**src/shared/brc_pkg.sv**
```systemverilog
// brc_pkg: register map, field layout and types of the clocked burst read sequencer
// assumes: compiled before core/brc_top.sv and the bench; nothing is imported, names are scoped
package brc_pkg;

  // ----------------------------------------
  // register map
  // ----------------------------------------
  localparam logic [15:0] CTRL_OFFS = 16'h101c;
  localparam logic [15:0] STAT_OFFS = 16'h1020;
  localparam logic [15:0] CTRL_RESET = 16'h0000;
  localparam logic [1:0] RESP_OKAY = 2'h0;
  localparam logic [1:0] RESP_SLVERR = 2'h2;

  // ----------------------------------------
  // burst timing
  // ----------------------------------------
  // base latency in burst clocks, added to the latency field
  localparam logic [4:0] LAT_BASE = 5'h02;
  localparam logic [3:0] LEN_MAX = 4'ha;

  // ----------------------------------------
  // types
  // ----------------------------------------
  typedef struct packed {
    logic [3:0] length;
    logic [3:0] latency;
    logic [4:0] rsv;
    logic hold;
    logic sample_edge_select;
    logic burst_mode_enable;
  } brc_ctrl_t;

  typedef struct packed {
    logic [15:0] data;
    logic oe;
  } brc_bus_t;

  typedef enum {ST_IDLE, ST_LAT, ST_DATA} brc_state_t;

endpackage

```
**src/core/brc_top.sv**
```systemverilog
// brc_top: clocked burst read output sequencer with its word FIFO and AXI4-Lite registers
// assumes: aclk far faster than the burst clock; pins come in asynchronous and are
// synchronised here; the flash side pushes words into src_* as a valid/ready stream
//
// Functional notes
// - enable low ignores burst clock, no bursts
// - enable high, host reads are clocked bursts
// - edge select 0 samples strobes on rise
// - edge select 1 samples on fall
// - hold 0 keeps each word one clock
// - hold 1 keeps each word two clocks
// - first word after two plus latency clocks
// - hold 0 bursts two-to-length units
// - hold 1 bursts two-to-length-minus-one units
// - unit is byte or word by width
// - width pin low 8-bit, high 16-bit
// - burst clock serves only burst reads
//
// The implementer's own choice: register access over AXI4-Lite.
`timescale 1ns/1ps

module brc_fifo #(
  parameter int W = 16,
  parameter int D = 4
) (
  // clock and reset
  input wire logic clk,
  input wire logic rst_n,
  // fill side
  input wire logic [W-1:0] in_data,
  input wire logic in_valid,
  output logic in_ready,
  // drain side
  output logic [W-1:0] out_data,
  output logic out_valid,
  input wire logic out_ready
);
  localparam int AW = (D > 1) ? $clog2(D) : 1;
  localparam logic [AW:0] CNT_FULL = (AW+1)'(D);
  logic [W-1:0] mem_reg [D];
  logic [AW-1:0] wr_reg;
  logic [AW-1:0] rd_reg;
  logic [AW:0] cnt_reg;
  logic [AW:0] cnt_next;
  logic ready_reg;
  wire push = in_valid & ready_reg;
  wire pop = out_ready & out_valid;
  wire [AW-1:0] wr_inc = (wr_reg == AW'(D - 1)) ? '0 : wr_reg + 1'b1;
  wire [AW-1:0] rd_inc = (rd_reg == AW'(D - 1)) ? '0 : rd_reg + 1'b1;

  assign cnt_next = cnt_reg + (AW+1)'(push) - (AW+1)'(pop);
  assign in_ready = ready_reg;
  assign out_valid = cnt_reg != '0;
  assign out_data = mem_reg[rd_reg];

  // ready is registered so the source never sees a combinational path
  always_ff @(posedge clk) begin
    if (!rst_n) begin
      wr_reg <= '0;
      rd_reg <= '0;
      cnt_reg <= '0;
      ready_reg <= 1'b0;
    end else begin
      if (push) begin
        wr_reg <= wr_inc;
      end
      if (pop) begin
        rd_reg <= rd_inc;
      end
      cnt_reg <= cnt_next;
      ready_reg <= cnt_next != CNT_FULL;
    end
  end

  always_ff @(posedge clk) begin
    if (push) begin
      mem_reg[wr_reg] <= in_data;
    end
  end
endmodule

module brc_top #(
  parameter int FIFO_DEPTH = 4
) (
  // clock and reset
  input wire logic aclk,
  input wire logic aresetn,
  // AXI4-Lite slave
  input wire logic [15:0] s_axi_awaddr,
  input wire logic s_axi_awvalid,
  output logic s_axi_awready,
  input wire logic [31:0] s_axi_wdata,
  input wire logic [3:0] s_axi_wstrb,
  input wire logic s_axi_wvalid,
  output logic s_axi_wready,
  output logic [1:0] s_axi_bresp,
  output logic s_axi_bvalid,
  input wire logic s_axi_bready,
  input wire logic [15:0] s_axi_araddr,
  input wire logic s_axi_arvalid,
  output logic s_axi_arready,
  output logic [31:0] s_axi_rdata,
  output logic [1:0] s_axi_rresp,
  output logic s_axi_rvalid,
  input wire logic s_axi_rready,
  // host port pins
  input wire logic burst_clk,
  input wire logic chip_select_n,
  input wire logic read_strobe_n,
  input wire logic bus_width_select,
  output logic [15:0] host_data_o,
  output logic host_data_oe,
  // flash word stream
  input wire logic [15:0] src_data,
  input wire logic src_valid,
  output logic src_ready
);
  // ----------------------------------------
  // pin synchronisers: {clk, cs_n, rd_n, width}
  // ----------------------------------------
  logic [3:0] meta_reg;
  logic [3:0] sync_reg;
  logic clk_prev_reg;
  always_ff @(posedge aclk) begin
    if (!aresetn) begin
      meta_reg <= 4'h6;
      sync_reg <= 4'h6;
      clk_prev_reg <= 1'b0;
    end else begin
      meta_reg <= {burst_clk, chip_select_n, read_strobe_n, bus_width_select};
      sync_reg <= meta_reg;
      clk_prev_reg <= sync_reg[3];
    end
  end

  // ----------------------------------------
  // control register and decode
  // ----------------------------------------
  brc_pkg::brc_ctrl_t ctrl_reg;
  brc_pkg::brc_state_t state_reg, state_next;
  logic [4:0] lat_reg, lat_next;
  logic hold_reg, hold_next;
  logic [16:0] units_reg, units_next;
  brc_pkg::brc_bus_t bus_reg, bus_next;
  logic pop;
  wire [15:0] fifo_data;
  wire fifo_valid;

  wire clk_rise = sync_reg[3] & ~clk_prev_reg;
  wire clk_fall = ~sync_reg[3] & clk_prev_reg;
  wire samp = ctrl_reg.sample_edge_select ? clk_fall : clk_rise;
  wire strobes_on = ~sync_reg[2] & ~sync_reg[1];
  wire wide = sync_reg[0];
  wire [16:0] units_full = 17'h0_0001 << ctrl_reg.length;
  wire [16:0] units_hold = (ctrl_reg.length == 4'h0) ? 17'h0_0001 : (units_full >> 1);
  wire [16:0] units_calc = ctrl_reg.hold ? units_hold : units_full;
  wire [15:0] word = wide ? fifo_data : {8'h00, fifo_data[7:0]};
  wire start = ctrl_reg.burst_mode_enable & samp & strobes_on;

  // ----------------------------------------
  // burst sequencer, stepped on sampling edges of the burst clock
  // ----------------------------------------
  // the pin path costs about three aclk periods, well inside half a burst clock
  always_comb begin
    state_next = state_reg;
    lat_next = lat_reg;
    hold_next = hold_reg;
    units_next = units_reg;
    bus_next = bus_reg;
    pop = 1'b0;
    case (state_reg)
      brc_pkg::ST_IDLE: begin
        // with enable low the clock pin is never looked at
        if (start) begin
          lat_next = brc_pkg::LAT_BASE + {1'b0, ctrl_reg.latency};
          units_next = units_calc;
          state_next = brc_pkg::ST_LAT;
        end
      end
      brc_pkg::ST_LAT: begin
        if (samp && !strobes_on) begin
          state_next = brc_pkg::ST_IDLE;
        end else if (samp && lat_reg == 5'h02) begin
          // driven one edge early so the word already stands at the latch edge
          bus_next = '{data: word, oe: 1'b1};
          pop = fifo_valid;
          hold_next = ctrl_reg.hold;
          state_next = brc_pkg::ST_DATA;
        end else if (samp) begin
          lat_next = lat_reg - 5'h01;
        end
      end
      brc_pkg::ST_DATA: begin
        if (samp && (!strobes_on || units_reg == 17'h0_0001) && !hold_reg) begin
          bus_next = '{data: 16'h0000, oe: 1'b0};
          state_next = brc_pkg::ST_IDLE;
        end else if (samp && !strobes_on) begin
          bus_next = '{data: 16'h0000, oe: 1'b0};
          state_next = brc_pkg::ST_IDLE;
        end else if (samp && hold_reg) begin
          hold_next = 1'b0;
        end else if (samp) begin
          bus_next.data = word;
          pop = fifo_valid;
          hold_next = ctrl_reg.hold;
          units_next = units_reg - 17'h0_0001;
        end
      end
      default: begin
        state_next = brc_pkg::ST_IDLE;
      end
    endcase
    if (!ctrl_reg.burst_mode_enable) begin
      state_next = brc_pkg::ST_IDLE;
      bus_next = '{data: 16'h0000, oe: 1'b0};
    end
  end

  always_ff @(posedge aclk) begin
    if (!aresetn) begin
      state_reg <= brc_pkg::ST_IDLE;
      lat_reg <= 5'h00;
      hold_reg <= 1'b0;
      units_reg <= 17'h0_0000;
      bus_reg <= '0;
    end else begin
      state_reg <= state_next;
      lat_reg <= lat_next;
      hold_reg <= hold_next;
      units_reg <= units_next;
      bus_reg <= bus_next;
    end
  end

  assign host_data_o = bus_reg.data;
  assign host_data_oe = bus_reg.oe;

  // underrun drives the stale word left in the next buffer slot; the flash side must keep ahead of the host
  brc_fifo #(.W(16), .D(FIFO_DEPTH)) u_fifo (
    .clk(aclk),
    .rst_n(aresetn),
    .in_data(src_data),
    .in_valid(src_valid),
    .in_ready(src_ready),
    .out_data(fifo_data),
    .out_valid(fifo_valid),
    .out_ready(pop)
  );

  // ----------------------------------------
  // AXI4-Lite slave
  // ----------------------------------------
  logic aw_have_reg, w_have_reg;
  logic [15:0] awaddr_reg;
  logic [31:0] wdata_reg;
  logic [3:0] wstrb_reg;
  logic awready_reg, wready_reg, bvalid_reg, arready_reg, rvalid_reg;
  logic [1:0] bresp_reg, rresp_reg;
  logic [31:0] rdata_reg;
  wire aw_take = s_axi_awvalid & awready_reg;
  wire w_take = s_axi_wvalid & wready_reg;
  wire wr_go = aw_have_reg & w_have_reg & ~bvalid_reg;
  wire wr_ctrl = awaddr_reg == brc_pkg::CTRL_OFFS;
  wire wr_stat = awaddr_reg == brc_pkg::STAT_OFFS;
  wire ar_take = s_axi_arvalid & arready_reg;
  wire rd_ctrl = s_axi_araddr == brc_pkg::CTRL_OFFS;
  wire rd_stat = s_axi_araddr == brc_pkg::STAT_OFFS;
  wire [31:0] ctrl_view = {16'h0000, ctrl_reg.length, ctrl_reg.latency, 5'h00, ctrl_reg[2:0]};
  wire [31:0] stat_view = {30'h0000_0000, wide, state_reg != brc_pkg::ST_IDLE};
  wire [31:0] rd_word = rd_ctrl ? ctrl_view : (rd_stat ? stat_view : 32'h0000_0000);
  wire [1:0] rd_resp = (rd_ctrl || rd_stat) ? brc_pkg::RESP_OKAY : brc_pkg::RESP_SLVERR;
  wire [1:0] wr_resp = (wr_ctrl || wr_stat) ? brc_pkg::RESP_OKAY : brc_pkg::RESP_SLVERR;

  always_ff @(posedge aclk) begin
    if (!aresetn) begin
      aw_have_reg <= 1'b0;
      w_have_reg <= 1'b0;
      awready_reg <= 1'b1;
      wready_reg <= 1'b1;
      bvalid_reg <= 1'b0;
      bresp_reg <= 2'h0;
      awaddr_reg <= 16'h0000;
      wdata_reg <= 32'h0000_0000;
      wstrb_reg <= 4'h0;
    end else begin
      if (aw_take) begin
        awaddr_reg <= s_axi_awaddr;
        aw_have_reg <= 1'b1;
        awready_reg <= 1'b0;
      end
      if (w_take) begin
        wdata_reg <= s_axi_wdata;
        wstrb_reg <= s_axi_wstrb;
        w_have_reg <= 1'b1;
        wready_reg <= 1'b0;
      end
      if (wr_go) begin
        bvalid_reg <= 1'b1;
        bresp_reg <= wr_resp;
      end
      if (bvalid_reg && s_axi_bready) begin
        bvalid_reg <= 1'b0;
        aw_have_reg <= 1'b0;
        w_have_reg <= 1'b0;
        awready_reg <= 1'b1;
        wready_reg <= 1'b1;
      end
    end
  end

  // software must keep length at ten or below; larger values are stored as written
  always_ff @(posedge aclk) begin
    if (!aresetn) begin
      ctrl_reg <= brc_pkg::CTRL_RESET;
    end else if (wr_go && wr_ctrl) begin
      if (wstrb_reg[0]) begin
        ctrl_reg[7:0] <= {5'h00, wdata_reg[2:0]};
      end
      if (wstrb_reg[1]) begin
        ctrl_reg[15:8] <= wdata_reg[15:8];
      end
    end
  end

  always_ff @(posedge aclk) begin
    if (!aresetn) begin
      arready_reg <= 1'b1;
      rvalid_reg <= 1'b0;
      rdata_reg <= 32'h0000_0000;
      rresp_reg <= 2'h0;
    end else if (ar_take) begin
      arready_reg <= 1'b0;
      rvalid_reg <= 1'b1;
      rdata_reg <= rd_word;
      rresp_reg <= rd_resp;
    end else if (rvalid_reg && s_axi_rready) begin
      rvalid_reg <= 1'b0;
      arready_reg <= 1'b1;
    end
  end

  assign s_axi_awready = awready_reg;
  assign s_axi_wready = wready_reg;
  assign s_axi_bvalid = bvalid_reg;
  assign s_axi_bresp = bresp_reg;
  assign s_axi_arready = arready_reg;
  assign s_axi_rvalid = rvalid_reg;
  assign s_axi_rdata = rdata_reg;
  assign s_axi_rresp = rresp_reg;
endmodule

```
**config.mk**
```make
export PLATFORM = sky130hd
export DESIGN_NAME = brc_top
export DESIGN_NICKNAME = d
export VERILOG_FILES = /design/src/shared/brc_pkg.sv /design/src/core/brc_top.sv
export SDC_FILE = /design/constraint.sdc
export NUM_CORES = 1
export LEC_CHECK = 0
export ABC_AREA = 1
export BUFFER_PORTS_ARGS = -buffer_cell sky130_fd_sc_hd__buf_4
export CELL_PAD_IN_SITES_DETAIL_PLACEMENT = 0
export CELL_PAD_IN_SITES_GLOBAL_PLACEMENT = 1
export CORE_MARGIN = 4
export CORE_UTILIZATION = 41
export DETAILED_ROUTE_END_ITERATION = 12
export GPL_TIMING_DRIVEN = 0
export PLACE_DENSITY_LB_ADDON = 0.25
export SYNTH_ARGS = -nofsm -noshare
export SYNTH_HDL_FRONTEND = slang
export SYNTH_SLANG_ARGS = --single-unit
```
**constraint.sdc**
```tcl
create_clock -name aclk -period 3 [get_ports aclk]
set_input_delay 0.3 -clock aclk [delete_from_list [all_inputs] [get_ports aclk]]
set_output_delay 0.3 -clock aclk [all_outputs]
set_load 0.01 [all_outputs]
```
* Word level (Yosys, flattened, before mapping)
Memories as Yosys holds them, arrays and structs flattened. A register that Yosys moved wholly into a read port is not among the register bits. Cells that the tools add are included.
Word-level totals: register bits 177, bits in latches 0, memory bits (writable) 64, memory bits (read-only) 0, output and inout bits 59, word-level logic and storage cells 171, memories 1
Memories:
- u_fifo.mem_reg | words 4, width 16, rd ports 1, clocked after memory_dff 1, wr ports 1, RTL line brc_top.sv:40 | logic [W-1:0] mem_reg [D];
Operators by class: add/subtract/negate cells 7, multiply operators 0, div/mod/pow operators 0, $lt $le $gt $ge 0, equal/unequal tests 25, shift operators 1, muxes and demuxes 57, bitwise logic cells 18, reductions and logical operators 31
Operators with widths (number):
- 2-to-1 mux 32 bit | 5
- 2-to-1 mux 17 bit | 9
- 2-to-1 mux 16 bit | 6
- case mux 32 bit (3 select lines) | 1
- case mux 17 bit (2 select lines) | 2
- equality test 16 x 13 -> 1 bit (second input constant) | 4
- equality test 32 x 1 -> 1 bit (second input constant) | 1
- equality test 32 x 2 -> 1 bit (second input constant) | 1
- zero test 32 bit | 1
- nonzero test 32 bit | 1
- 2-to-1 mux 1 bit | 20
- 2-to-1 mux 5 bit | 4
- != test 2 bit (second input constant) | 9
- equality test 17 x 1 -> 1 bit (second input constant) | 1
- << shifter 1 x 4 -> 17 bit (first input constant) | 1
- subtractor 17 x 1 -> 17 bit (second input constant) | 1
- 2-to-1 mux 2 bit | 7
- AND 1 bit | 12
- != test 3 bit (second input constant) | 4
- AND reduction 6 bit | 2
- case mux 5 bit (2 select lines) | 1
- AND reduction 5 bit | 2
- logical AND 1 bit | 8
- != test 4 bit (second input constant) | 2
- 18 further kinds | 34

* Longest topological paths before layout
Gate-level depths: netlist (run 1).
word-level depth 11, gate-level depth with buffers 18, gate-level depth less buffers 18

* Hierarchy
Synthesis (run 1) repeated with hierarchy kept, for this count alone.
Unflattened totals: cell total of the unflattened synthesis 1089, area, all modules 8833.5 sq um
Modules (own cells, without submodules):
- brc_top | instances 1, cells each 871, area an instance 5769.3 sq um
- brc_fifo | instances 1, cells each 218, area an instance 3064.2 sq um

* Least setup slack after synthesis (run 1)
No wires, ideal clock.
kind register to register, start point register state_reg[1], end point register u_fifo.ready_reg (netlist: u_fifo.in_ready), arrival 2.250 ns, data required time 2.868 ns, slack 0.617 ns, cell stages (with the launch flop) 15, path buffers 1, period minus slack after synthesis 2.383 ns, path through dfxtp_1 inv_1 ha_1 clkbuf_1 nand2_1 nor2_1 o21bai_1 nand2_1 inv_1 ha_1 inv_1 ha_1 fa_1 xor2_1 a21oi_1
Between the ends: cells in the longest elaborated chain, start to end 5, elaborated cells on any way between the ends 6
RTL lines:
- start: declaration | RTL line brc_top.sv:140 | brc_pkg::brc_state_t state_reg, state_next;
- start signal: assignment | RTL line brc_top.sv:221 | state_reg <= brc_pkg::ST_IDLE;
- start signal: assignment | RTL line brc_top.sv:227 | state_reg <= state_next;
- equality test 32 x 2 -> 1 bit / equality test 32 x 1 -> 1 bit (equally long branches) | RTL line brc_top.sv:171 | case (state_reg)
- case mux 1 bit (2 select lines) * | RTL line brc_top.sv:171
- AND 1 bit * | RTL line brc_top.sv:47 | wire pop = out_ready & out_valid;
- via u_fifo.pop | RTL line brc_top.sv:47
- subtractor 3 x 1 -> 3 bit * | RTL line brc_top.sv:51 | assign cnt_next = cnt_reg + (AW+1)'(push) - (AW+1)'(pop);
- != test 3 bit * | RTL line brc_top.sv:71 | ready_reg <= cnt_next != CNT_FULL;
- end signal: assignment | RTL line brc_top.sv:62 | ready_reg <= 1'b0;
- end signal: assignment | RTL line brc_top.sv:71
- end: declaration | RTL line brc_top.sv:45 | logic ready_reg;
Mark *: on every way through the listed nets, which the timed path passes. The rest lies on a longest branch. A chain may end at the register's enable or synchronous reset.

* Worst setup path in the final report (run 1)
start point register units_reg[0], end point register u_fifo.ready_reg (netlist: u_fifo.in_ready)
Between the ends: cells in the longest elaborated chain, start to end 9
RTL lines:
- start: declaration | RTL line brc_top.sv:143 | logic [16:0] units_reg, units_next;
- start signal: assignment | RTL line brc_top.sv:230 | units_reg <= units_next;
- equality test 17 x 1 -> 1 bit | RTL line brc_top.sv:194 | if (samp && (!strobes_on || units_reg == 17'h0_0001) && !hold_reg) begin
- logical OR 1 bit | RTL line brc_top.sv:194
- logical AND 1 bit (2 in a row) | RTL line brc_top.sv:194
- 2-to-1 mux 1 bit | RTL line brc_top.sv:194
- case mux 1 bit (2 select lines) | RTL line brc_top.sv:171
- AND 1 bit | RTL line brc_top.sv:47
- via u_fifo.pop | RTL line brc_top.sv:47
- subtractor 3 x 1 -> 3 bit | RTL line brc_top.sv:51
- != test 3 bit | RTL line brc_top.sv:71
The timed path passes the listed nets, and every way through them passes these cells.

==> results by group, run 1 <==
Run status
  • Status: completed

Placed design
  • Post-DP HPWL: 15500 um
  • Placer Congestion: 0.790
  • PortBufs: 107

Setup path
  • Max incr delay on CP: 0.39 ns
  • WP data arrival: 2.93 ns
  • CP cell instances: ha_1 > inv_1 > nor2_1 > nand2_1 > nor2_1 > nand2_1 > nand2_2 > o21bai_1 > nand2_1 > inv_1 > ha_1 > inv_1 > ha_1 > fa_1 > xor2_1 > a21oi_1
  • Critical path peak fanout: 5
  • Kind of critical path: reg2reg
  • CP startpoint kind: flop
  • WP data required: 3.28 ns
  • Worst setup EP type: flop
  • Crit-path slowest cell: dfxtp_1

Power and ir drop
  • Sequential power share: 50.5%
  • Static Leak: 4.47 nW
  • Switch Pwr: 1.39 mW
  • Worst vdd ir: 0.000405 V
  • Sw Ratio: 25.8%
  • Pint: 4.00 mW
  • PwrDens: 516 nW/um2
  • Combinational Power Share: 7.3%
  • Tot Pwr: 5.39 mW
  • Clock share of power: 42.2%

Clocking
  • CTS Buf Count: 17
  • Clock slew at reported path FFs: 0.07 ns
  • TritonCTS clock tree: yes
  • Postcts setup bufs: 0
  • Clk root buf: clkbuf_16
  • CTS Sinks: 185
  • Max clock buf depth: 2
  • Hold-fix buffers, CTS: 0
  • H-tree Lvls: 4
  • Resized cells post-CTS: 0
  • Skew-Pair Late Insertion Delay: 0.44 ns

GRT
  • Met2 Resource Use GR: 29.3%
  • Vias in the first global route: 6898
  • Largest net degree at the start of global routing: 22
  • Met1 GRT Util: 24.6%
  • Global route overflow: 0
  • Initial antenna violation count: 0
  • Top Usage Layer GRT: met2
  • Global-route wire length before repair: 34500 um
  • Total GRT Usage: 18.1%
  • M3 GR Usage: 4.17%

Die
  • Die Ht: 153 um
  • Die area: 23300 um2
  • CORE AREA: 20400 um2
  • Starting Density: 42.0%
  • # IOs: 155
  • Rows: 52
  • Chip width: 153 um

Final layout
  • Largest register FFs: 64
  • Antenna diodes: 0
  • Area growth from synthesis to final layout: 21.7%
  • Share of cells above drive strength 1: 18.2%
  • Nets: 1335

Logic synthesis
  • Post-synth top cells: 193 x nand2_1, 192 x nor2_1, 121 x dfxtp_1
  • Flops & latches, synth: 185
  • Synth async-reset ratio: 0%
  • Synth top area share: 28.2%
  • Seq/Total Area, Yosys: 50.6%
  • Syn Inst Count: 1074
  • Mapped Avg Cell Area: 7.99 um2
  • Synth Flop Type: dfxtp_1
  • Largest area contributor in the netlist: dfxtp_1
  • Synth area leaders: dfxtp_1 28%, edfxtp_1 22%, nand2_1 8.4%
  • Area of the mapped netlist: 8580 um2
  • Most common cell in the netlist: nand2_1
  • Number of enable flip-flop cells after synthesis: 64
  • Ys Warns: 0
  • Synth cell types: 48

STA
  • Post-layout minimum cycle time: 2.65 ns
  • Slew @ Worst Pin: 0.965 ns
  • Setup violators final: 0
  • Slew Limit Fails: 0
  • Clock Skew: 0.0200 ns
  • Unrepaired setup endpoints after global routing: false
  • Fin crit share: 88.4%
  • Setup TNS: 0 ns
  • Fmax: 377 MHz
  • Relative slew slack: 35.6%
  • Hold Fails Final Rpt: 0

Hold path
  • Worst min path class: in2reg

Flow run
  • Max Cap Viol: 0

Route
  • Vias per cell: 4.72
  • Post-route DRC: 0
  • TritonRoute pass-1 iters: 5
  • Post-Route WL: 20800 um
  • Vias: 7108
  • 1st-iter DRT viols: 378
  • Routed Antenna Nets: 0
  • Wire per inst: 13.8 um
==> stage by stage <==
step	std cells	utilization (%)	worst slack [ns]	instance area, um2	hold WS, ns
global placement	1473	48.0	0.254	9800	0.392
global route	1506	51.1	0.0259	10400	0.0376
finish	1506	51.1	0.348	10400	0.0473
floorplan	1096	-	0.617	8660	0.390
CTS	1507	51.2	0.231	10500	0.0338
detailed placement	1475	48.2	0.247	9840	0.398
==> logic make-up (layout without fill, tap and decap cells) <==
logic type | count (synthesis) | in the layout | synth area share [%]
AOI/OAI and AO/OA | 202 | 202 | 12.6
adders and majority gates | 16 | 16 | 2.42
xor gates and xnor gates | 8 | 8 | 0.817
DFF | 185 | 185 | 50.6
other | 1 | 23 | 0.0437
buffers and inverters | 167 | 307 | 8.69
and+or+nand+nor | 495 | 495 | 24.8
==> critical path, delay by kind of cell (launching register included) <==
kind                       cells  cell delay, ns
buffers and inverters          3            0.14
AOI/OAI and AO/OA              2            0.18
and+or+nand+nor                6            0.57
xor gates and xnor gates       1            0.21
adders and majority gates      4            1.01
DFF                            1            0.39
==> cell type report <==
type,instances,area (um2)
clock buffers,17,425
plain buffers,69,375
fillers,2052,9980
clock inverters,15,180
flip-flops and latches,185,4340
repair buffers,109,833
well taps,270,338
multi-input cells,744,3580
inverters,97,367
==> routing by layer <==
metal / routed length, um / vias to the layer above
met3: 1110 / 12
met1: 9910 / 3178
met5: 0 / -
met4: 189 / 0
met2: 9620 / 163
li1: - / 3755
==> worst paths after layout <==
kind | endpoint | slack [ns] | from | cells after the start
min reg2reg | sync_reg[0] | 0.42 | meta_reg[0] | 2
max reg2reg | u_fifo.in_ready | 0.35 | units_reg[0] | 16
min | meta_reg[1] | 0.05 | read_strobe_n | 2
max | u_fifo.in_ready | 0.35 | units_reg[0] | 16
==> power groups by stage <==
stage	clock [mW]	combinational, mW	sequential, mW
6_report	2.27	0.394	2.72
5_1_grt	2.43	0.449	2.73
4_1_cts	2.33	0.399	2.72
3_5_place_dp	0	0.398	2.78
3_3_place_gp	0	0.385	2.78
2_1_floorplan	0	0.208	2.78
==> placed cells by master (no fill, tap or decap), types with 4 or more instances in the layout <==
cell	n
nand4_1	8
o21ai_1	5
or2_2	4
nor2_2	27
inv_8	5
nand3_1	42
edfxtp_1	64
nor4_1	4
nor2_1	188
nand3b_1	4
nand2_1	193
inv_1	91
dfxtp_1	121
ha_1	15
o21ai_0	111
nand2_2	5
xor2_1	5
o22ai_1	11
conb_1	23
buf_4	133
nor3_1	9
buf_2	6
a21oi_1	63
clkbuf_1	34
clkbuf_16	17
(Power assumes the default switching activity.)
==> run 2: changes to the inputs <==
clock period = 2.9 ns   (was 3 ns; I/O delays follow)
==> results by group, run 2 (same netlist as run 1, synthesis figures left out) <==
Power and ir drop
  • Combinational Power Share: 7.4% (about the same)
  • Static Leak: 4.47 nW (about the same)
  • Sequential power share: 50.5% (about the same)
  • Worst vdd ir: 0.000418 V (+3.1%)
  • Pint: 4.14 mW (+3.5%)
  • PwrDens: 533 nW/um2 (+3.3%)
  • Switch Pwr: 1.44 mW (+3.4%)
  • Sw Ratio: 25.8% (about the same)
  • Clock share of power: 42.2% (about the same)

Setup path
  • Max incr delay on CP: 0.45 ns (+0.06 ns)
  • CP cell instances: inv_1 > ha_1 > nand2_1 > nor2_1 > nand2_1 > nor2_1 > o21bai_1 > nand2_2 > inv_1 > ha_1 > inv_1 > ha_1 > fa_1 > nor2_1 > a21oi_2
  • Critical path peak fanout: 5 (unchanged)
  • Delay-heaviest family, CP: adder cells
  • Reg2Reg Setup Slack: 0.28 ns (-0.07 ns)
  • WP data required: 3.19 ns (-0.09 ns)
  • R2r worst-path depth: 15 (-1)
  • WP data arrival: 2.91 ns (-0.02 ns)
  • Crit path buf inv count: 3 (unchanged)
  • CP startpoint kind: flop
  • RR Endpoint: u_fifo.in_ready
  • Crit-path slowest cell: fa_1
  • Kind of critical path: reg2reg
  • Worst setup EP type: flop
  • RR Startpoint: lat_reg[0]

Die
  • Starting Density: 42.0% (unchanged)
  • Rows: 52 (unchanged)
  • CORE AREA: 20400 um2 (unchanged)
  • Chip width: 153 um (unchanged)
  • Die area: 23300 um2 (unchanged)
  • # IOs: 155 (unchanged)
  • Die Ht: 153 um (unchanged)

Route
  • Routed wl met2: 9690 um (+0.77%)
  • Met3 WL post-DR: 1220 um (+9.6%)
  • Top Metal Used: met4
  • 1st-iter DRT viols: 331 (-12%)
  • TritonRoute pass-1 iters: 5 (unchanged)
  • Routed Antenna Nets: 0 (unchanged)
  • Vias: 7150 (+0.59%)
  • Post-route DRC: 0 (unchanged)
  • Met1 WL: 9750 um (-1.6%)
  • Post-Route WL: 20800 um (about the same)
  • Wire per inst: 13.8 um (about the same)
  • Vias per cell: 4.75 (+0.59%)

Clocking
  • TritonCTS clock tree: yes
  • Clock slew at reported path FFs: 0.07 ns (about the same)
  • Max clock buf depth: 2 (unchanged)
  • CTS Buf Count: 17 (unchanged)
  • CTS Sinks: 185 (unchanged)
  • Clk root buf: clkbuf_16
  • Hold-fix buffers, CTS: 0 (unchanged)
  • H-tree Lvls: 4 (unchanged)
  • Skew-Pair Late Insertion Delay: 0.44 ns (about the same)

GRT
  • Vias in the first global route: 6898 (unchanged)
  • Global-route wire length before repair: 34500 um (unchanged)
  • Global route overflow: 0 (unchanged)
  • Largest net degree at the start of global routing: 22 (unchanged)
  • Initial antenna violation count: 0 (unchanged)
  • Total GRT Usage: 18.1% (unchanged)

STA
  • Fin crit share: 90.4% (+2.0 points)
  • Setup ws final: 0.279 ns (-0.0696 ns)
  • Post-layout minimum cycle time: 2.62 ns (-0.0304 ns)
  • Hold Fails Final Rpt: 0 (unchanged)
  • Fmax: 381 MHz (+1.2%)
  • Clock Skew: 0.0226 ns (+0.00260 ns)
  • Unrepaired setup endpoints after global routing: false
  • Slew Limit Fails: 0 (unchanged)
  • Slew @ Worst Pin: 0.930 ns (-0.0350 ns)
  • Setup TNS: 0 ns (unchanged)
  • Tightest hold margin: 0.0384 ns (-0.00888 ns)
  • Relative slew slack: 37.9% (+2.3 points)
  • Setup violators final: 0 (unchanged)

Flow run
  • Max Cap Viol: 0 (unchanged)

Final layout
  • Core Util, Final: 51.2% (+0.067 points)
  • Commonest cells after routing, fill and taps aside: 192 x nand2_1, 188 x nor2_1, 133 x buf_4
  • Area taken by flip-flops and latches: 4340 um2 (unchanged)
  • Commonest non-fill, non-tap cell in the layout: nand2_1
  • Multi-input logic area: 3600 um2 (+0.38%)
  • Largest register FFs: 64 (unchanged)
  • Share of cells above drive strength 1: 18.4% (+0.24 points)
  • Filler Cells Inserted: 2053 (+0.049%)
  • Nets: 1335 (unchanged)
  • Area growth from synthesis to final layout: 21.9%
  • Antenna diodes: 0 (unchanged)

Hold path
  • Hold Path Stages: 2 (unchanged)
  • Worst min path class: in2reg
  • Hold Startpoint: read_strobe_n
  • Hold Crit Endpoint: meta_reg[1]

Placed design
  • Post-DP HPWL: 15500 um (unchanged)
  • Pre-CTS setup slack: 0.147 ns (-0.100 ns)
  • PortBufs: 107 (unchanged)
  • Placer Congestion: 0.790 (unchanged)

Run status
  • Status: completed
[run 2: worst max-delay path by stage]
stage	endpoint	startpoint	cells after the start	slack, ns
global placement	u_fifo.in_ready	state_reg[1]	14	0.15
floorplan	u_fifo.in_ready	state_reg[1]	14	0.52
CTS	u_fifo.in_ready	state_reg[1]	14	0.13
global route	u_fifo.cnt_reg[2]	units_reg[0]	17	0.03
finish	u_fifo.in_ready	lat_reg[0]	15	0.28
detailed placement	u_fifo.in_ready	state_reg[1]	14	0.15
[run 2: per-stage QoR]
stage | total power [mW] | cells | area (um2)
3_3_place_gp | 3.27 | 1473 | 9800
5_1_grt | 5.81 | 1506 | 10500
4_1_cts | 5.64 | 1507 | 10500
2_1_floorplan | 3.09 | 1096 | 8660
6_report | 5.58 | 1506 | 10500
3_5_place_dp | 3.29 | 1475 | 9840
[run 2: power groups by stage]
stage | Sequential (mW) | Combinational [mW] | Clock [mW]
2_1_floorplan | 2.88 | 0.216 | 0
3_3_place_gp | 2.87 | 0.398 | 0
3_5_place_dp | 2.87 | 0.412 | 0
4_1_cts | 2.82 | 0.413 | 2.41
5_1_grt | 2.83 | 0.467 | 2.51
6_report | 2.82 | 0.411 | 2.35
[run 2: per-layer routing]
layer / up-vias / GRT usage, %
met3: 11 / 4.17
met2: 178 / 29.3
met5: - / 0
met1: 3207 / 24.6
li1: 3754 / -
met4: 0 / 4.75
[run 2: final cells by class]
| cell class | instances | share of cell area (%) |
|---|---|---|
| repair buffers | 109 | 7.97 |
| flip-flops and latches | 185 | 41.5 |
| clock buffers | 17 | 4.07 |
| plain buffers | 69 | 3.59 |
| inverters | 97 | 3.50 |
| clock inverters | 15 | 1.72 |
| well taps | 270 | 3.23 |
| multi-input cells | 744 | 34.4 |
[run 2: timing repair]
item                                    in CTS  in global routing
setup buffers                                0                  0
resized for setup                            0                  3
endpoints found under the setup margin       0                  2
[run 2: worst register-to-register path: cells and delay by family (launching register included)]
| kind | cells | cell delay (ns) |
|---|---|---|
| compound gates | 2 | 0.23 |
| buf+inv | 3 | 0.25 |
| fa+ha+maj | 4 | 0.98 |
| simple gates | 6 | 0.71 |
| flops | 1 | 0.31 |
==> run 3: changes to the inputs <==
HOLD_SLACK_MARGIN = 0.06   (was unset)
clock period = 3 ns   (was 2.9 ns; I/O delays follow)
==> results by group, run 3 (same netlist as run 1, synthesis figures left out) <==
Final layout
  • Antenna diodes: 0 (unchanged)
  • Area growth from synthesis to final layout: 23.6%
  • Commonest cells after routing, fill and taps aside: 193 x nand2_1, 188 x nor2_1, 133 x buf_4
  • Largest register FFs: 64 (unchanged)
  • Commonest non-fill, non-tap cell in the layout: nand2_1
  • Final Non-Filler Cells: 1522 (+1.1%)
  • Nets: 1351 (+1.2%)
  • Share of cells above drive strength 1: 18.0% (-0.48 points)
  • Filler Cells Inserted: 2035 (-0.88%)

GRT
  • Vias in the first global route: 6978 (+1.2%)
  • Top Usage Layer GRT: met2
  • Global route overflow: 0 (unchanged)
  • Met2 Resource Use GR: 29.4% (+0.17 points)
  • Global-route wire length before repair: 34700 um (+0.66%)
  • Initial antenna violation count: 0 (unchanged)
  • Total GRT Usage: 18.2% (+0.090 points)
  • Met1 GRT Util: 24.9% (+0.31 points)
  • M3 GR Usage: 3.89% (-0.28 points)
  • Largest net degree at the start of global routing: 22 (unchanged)

Power and ir drop
  • Sequential power share: 50.4% (about the same)
  • Worst vdd ir: 0.000407 V (-2.5%)
  • Pint: 4.01 mW (-3.1%)
  • PwrDens: 510 nW/um2 (-4.4%)
  • Sw Ratio: 25.8% (-0.047 points)
  • Static Leak: 4.53 nW (+1.4%)
  • Switch Pwr: 1.39 mW (-3.3%)
  • Combinational Power Share: 7.6% (+0.2 points)
  • Clock share of power: 42.0% (-0.2 points)

STA
  • Hold Fails Final Rpt: 0 (unchanged)
  • Relative slew slack: 37.5% (-0.38 points)
  • Fin crit share: 88.5% (-1.9 points)
  • Clock Skew: 0.0202 ns (-0.00240 ns)
  • Setup TNS: 0 ns (unchanged)
  • Slew Limit Fails: 0 (unchanged)
  • Slew @ Worst Pin: 0.936 ns (+0.00563 ns)
  • Setup violators final: 0 (unchanged)
  • Unrepaired setup endpoints after global routing: false
  • Post-layout minimum cycle time: 2.65 ns (+0.0326 ns)
  • Fmax: 377 MHz (-1.2%)

Die
  • Rows: 52 (unchanged)
  • Chip width: 153 um (unchanged)
  • Die Ht: 153 um (unchanged)
  • # IOs: 155 (unchanged)
  • Starting Density: 42.0% (unchanged)
  • CORE AREA: 20400 um2 (unchanged)
  • Die area: 23300 um2 (unchanged)

Clocking
  • TritonCTS clock tree: yes
  • Resized cells post-CTS: 0 (unchanged)
  • Max clock buf depth: 2 (unchanged)
  • Skew-Pair Late Insertion Delay: 0.44 ns (about the same)
  • CTS Buf Count: 17 (unchanged)
  • H-tree Lvls: 4 (unchanged)
  • CTS Sinks: 185 (unchanged)
  • Clk root buf: clkbuf_16
  • Clock slew at reported path FFs: 0.07 ns (about the same)
  • Postcts setup bufs: 0 (unchanged)

Placed design
  • PortBufs: 107 (unchanged)
  • Placed Cells: 1475 (unchanged)
  • Placer Congestion: 0.790 (unchanged)
  • Post-DP HPWL: 15500 um (unchanged)

Setup path
  • Kind of critical path: reg2reg
  • WP data required: 3.28 ns (+0.09 ns)
  • Critical path peak fanout: 5 (unchanged)
  • CP startpoint kind: flop
  • Worst setup EP type: flop
  • WP data arrival: 2.94 ns (+0.03 ns)

Route
  • Wire per inst: 13.8 um (-0.52%)
  • 1st-iter DRT viols: 359 (+8.5%)
  • Vias: 7202 (+0.73%)
  • Routed Antenna Nets: 0 (unchanged)
  • Post-Route WL: 21000 um (+0.53%)
  • Vias per cell: 4.73 (-0.33%)
  • Post-route DRC: 0 (unchanged)
  • TritonRoute pass-1 iters: 5 (unchanged)

Hold path
  • Worst min path class: in2reg

Flow run
  • Max Cap Viol: 0 (unchanged)

Run status
  • Status: completed
## run 3: worst paths after layout
| path | slack (ns) | endpoint | depth (start not counted) | start |
|---|---|---|---|---|
| worst min register to register | 0.42 | sync_reg[0] | 2 | meta_reg[0] |
| worst min-delay path | 0.08 | u_fifo.mem_reg[3][1] | 1 | src_data[1] |
| worst max register to register | 0.35 | u_fifo.in_ready | 16 | units_reg[0] |
| worst max-delay path | 0.35 | u_fifo.in_ready | 16 | units_reg[0] |
## run 3: cell type report
type	count	area, um2	share of cell area, %
Sequential cell	185	4340	41.0
Clock inverter	15	180	1.70
Clock buffer	17	425	4.01
Inverter	97	367	3.46
Buffer	69	375	3.54
Timing Repair Buffer	125	993	9.37
Tap cell	270	338	3.19
Multi-Input combinational cell	744	3580	33.8
## run 3: timing repair
action,CTS,global route
hold buffers,16,0
hold endpoints to repair,49,0
setup endpoints to repair,0,2
## run 3: power by group through the flow
stage	sequential [mW]	combinational (mW)	clock, mW
after floorplan	2.78	0.208	0
after global placement	2.78	0.385	0
after detailed placement	2.78	0.398	0
after CTS	2.72	0.416	2.33
after global routing	2.73	0.467	2.43
final	2.72	0.411	2.27
## run 3: metrics by stage
step | hold WS [ns] | total power, mW | cell area, um2 | setup WS, ns | utilization [%]
5_1_grt | 0.0614 | 5.63 | 10600 | 0.0259 | 51.9
4_1_cts | 0.0601 | 5.47 | 10600 | 0.231 | 51.9
2_1_floorplan | 0.390 | 2.99 | 8660 | 0.617 | -
3_5_place_dp | 0.398 | 3.18 | 9840 | 0.247 | 48.2
6_report | 0.0780 | 5.40 | 10600 | 0.346 | 51.9
3_3_place_gp | 0.392 | 3.16 | 9800 | 0.254 | 48.0
## run 3: routing by layer
layer	vias to the layer above	part of all wire, %
met2	163	46
met3	11	5.1
met5	-	0
met4	0	0.83
met1	3239	48
li1	3789	-
## run 3: worst max-delay path: stages, from the launching register on
cell and delay [ns]:
dfxtp_1 0.39, ha_1 0.18, inv_1 0.04, nor2_1 0.08, nand2_1 0.05, nor2_1 0.08
nand2_1 0.09, nand2_2 0.12, o21bai_1 0.07, nand2_1 0.15, inv_1 0.07, ha_1 0.27
inv_1 0.04, ha_1 0.18, fa_1 0.38, xor2_1 0.21, a21oi_1 0.11
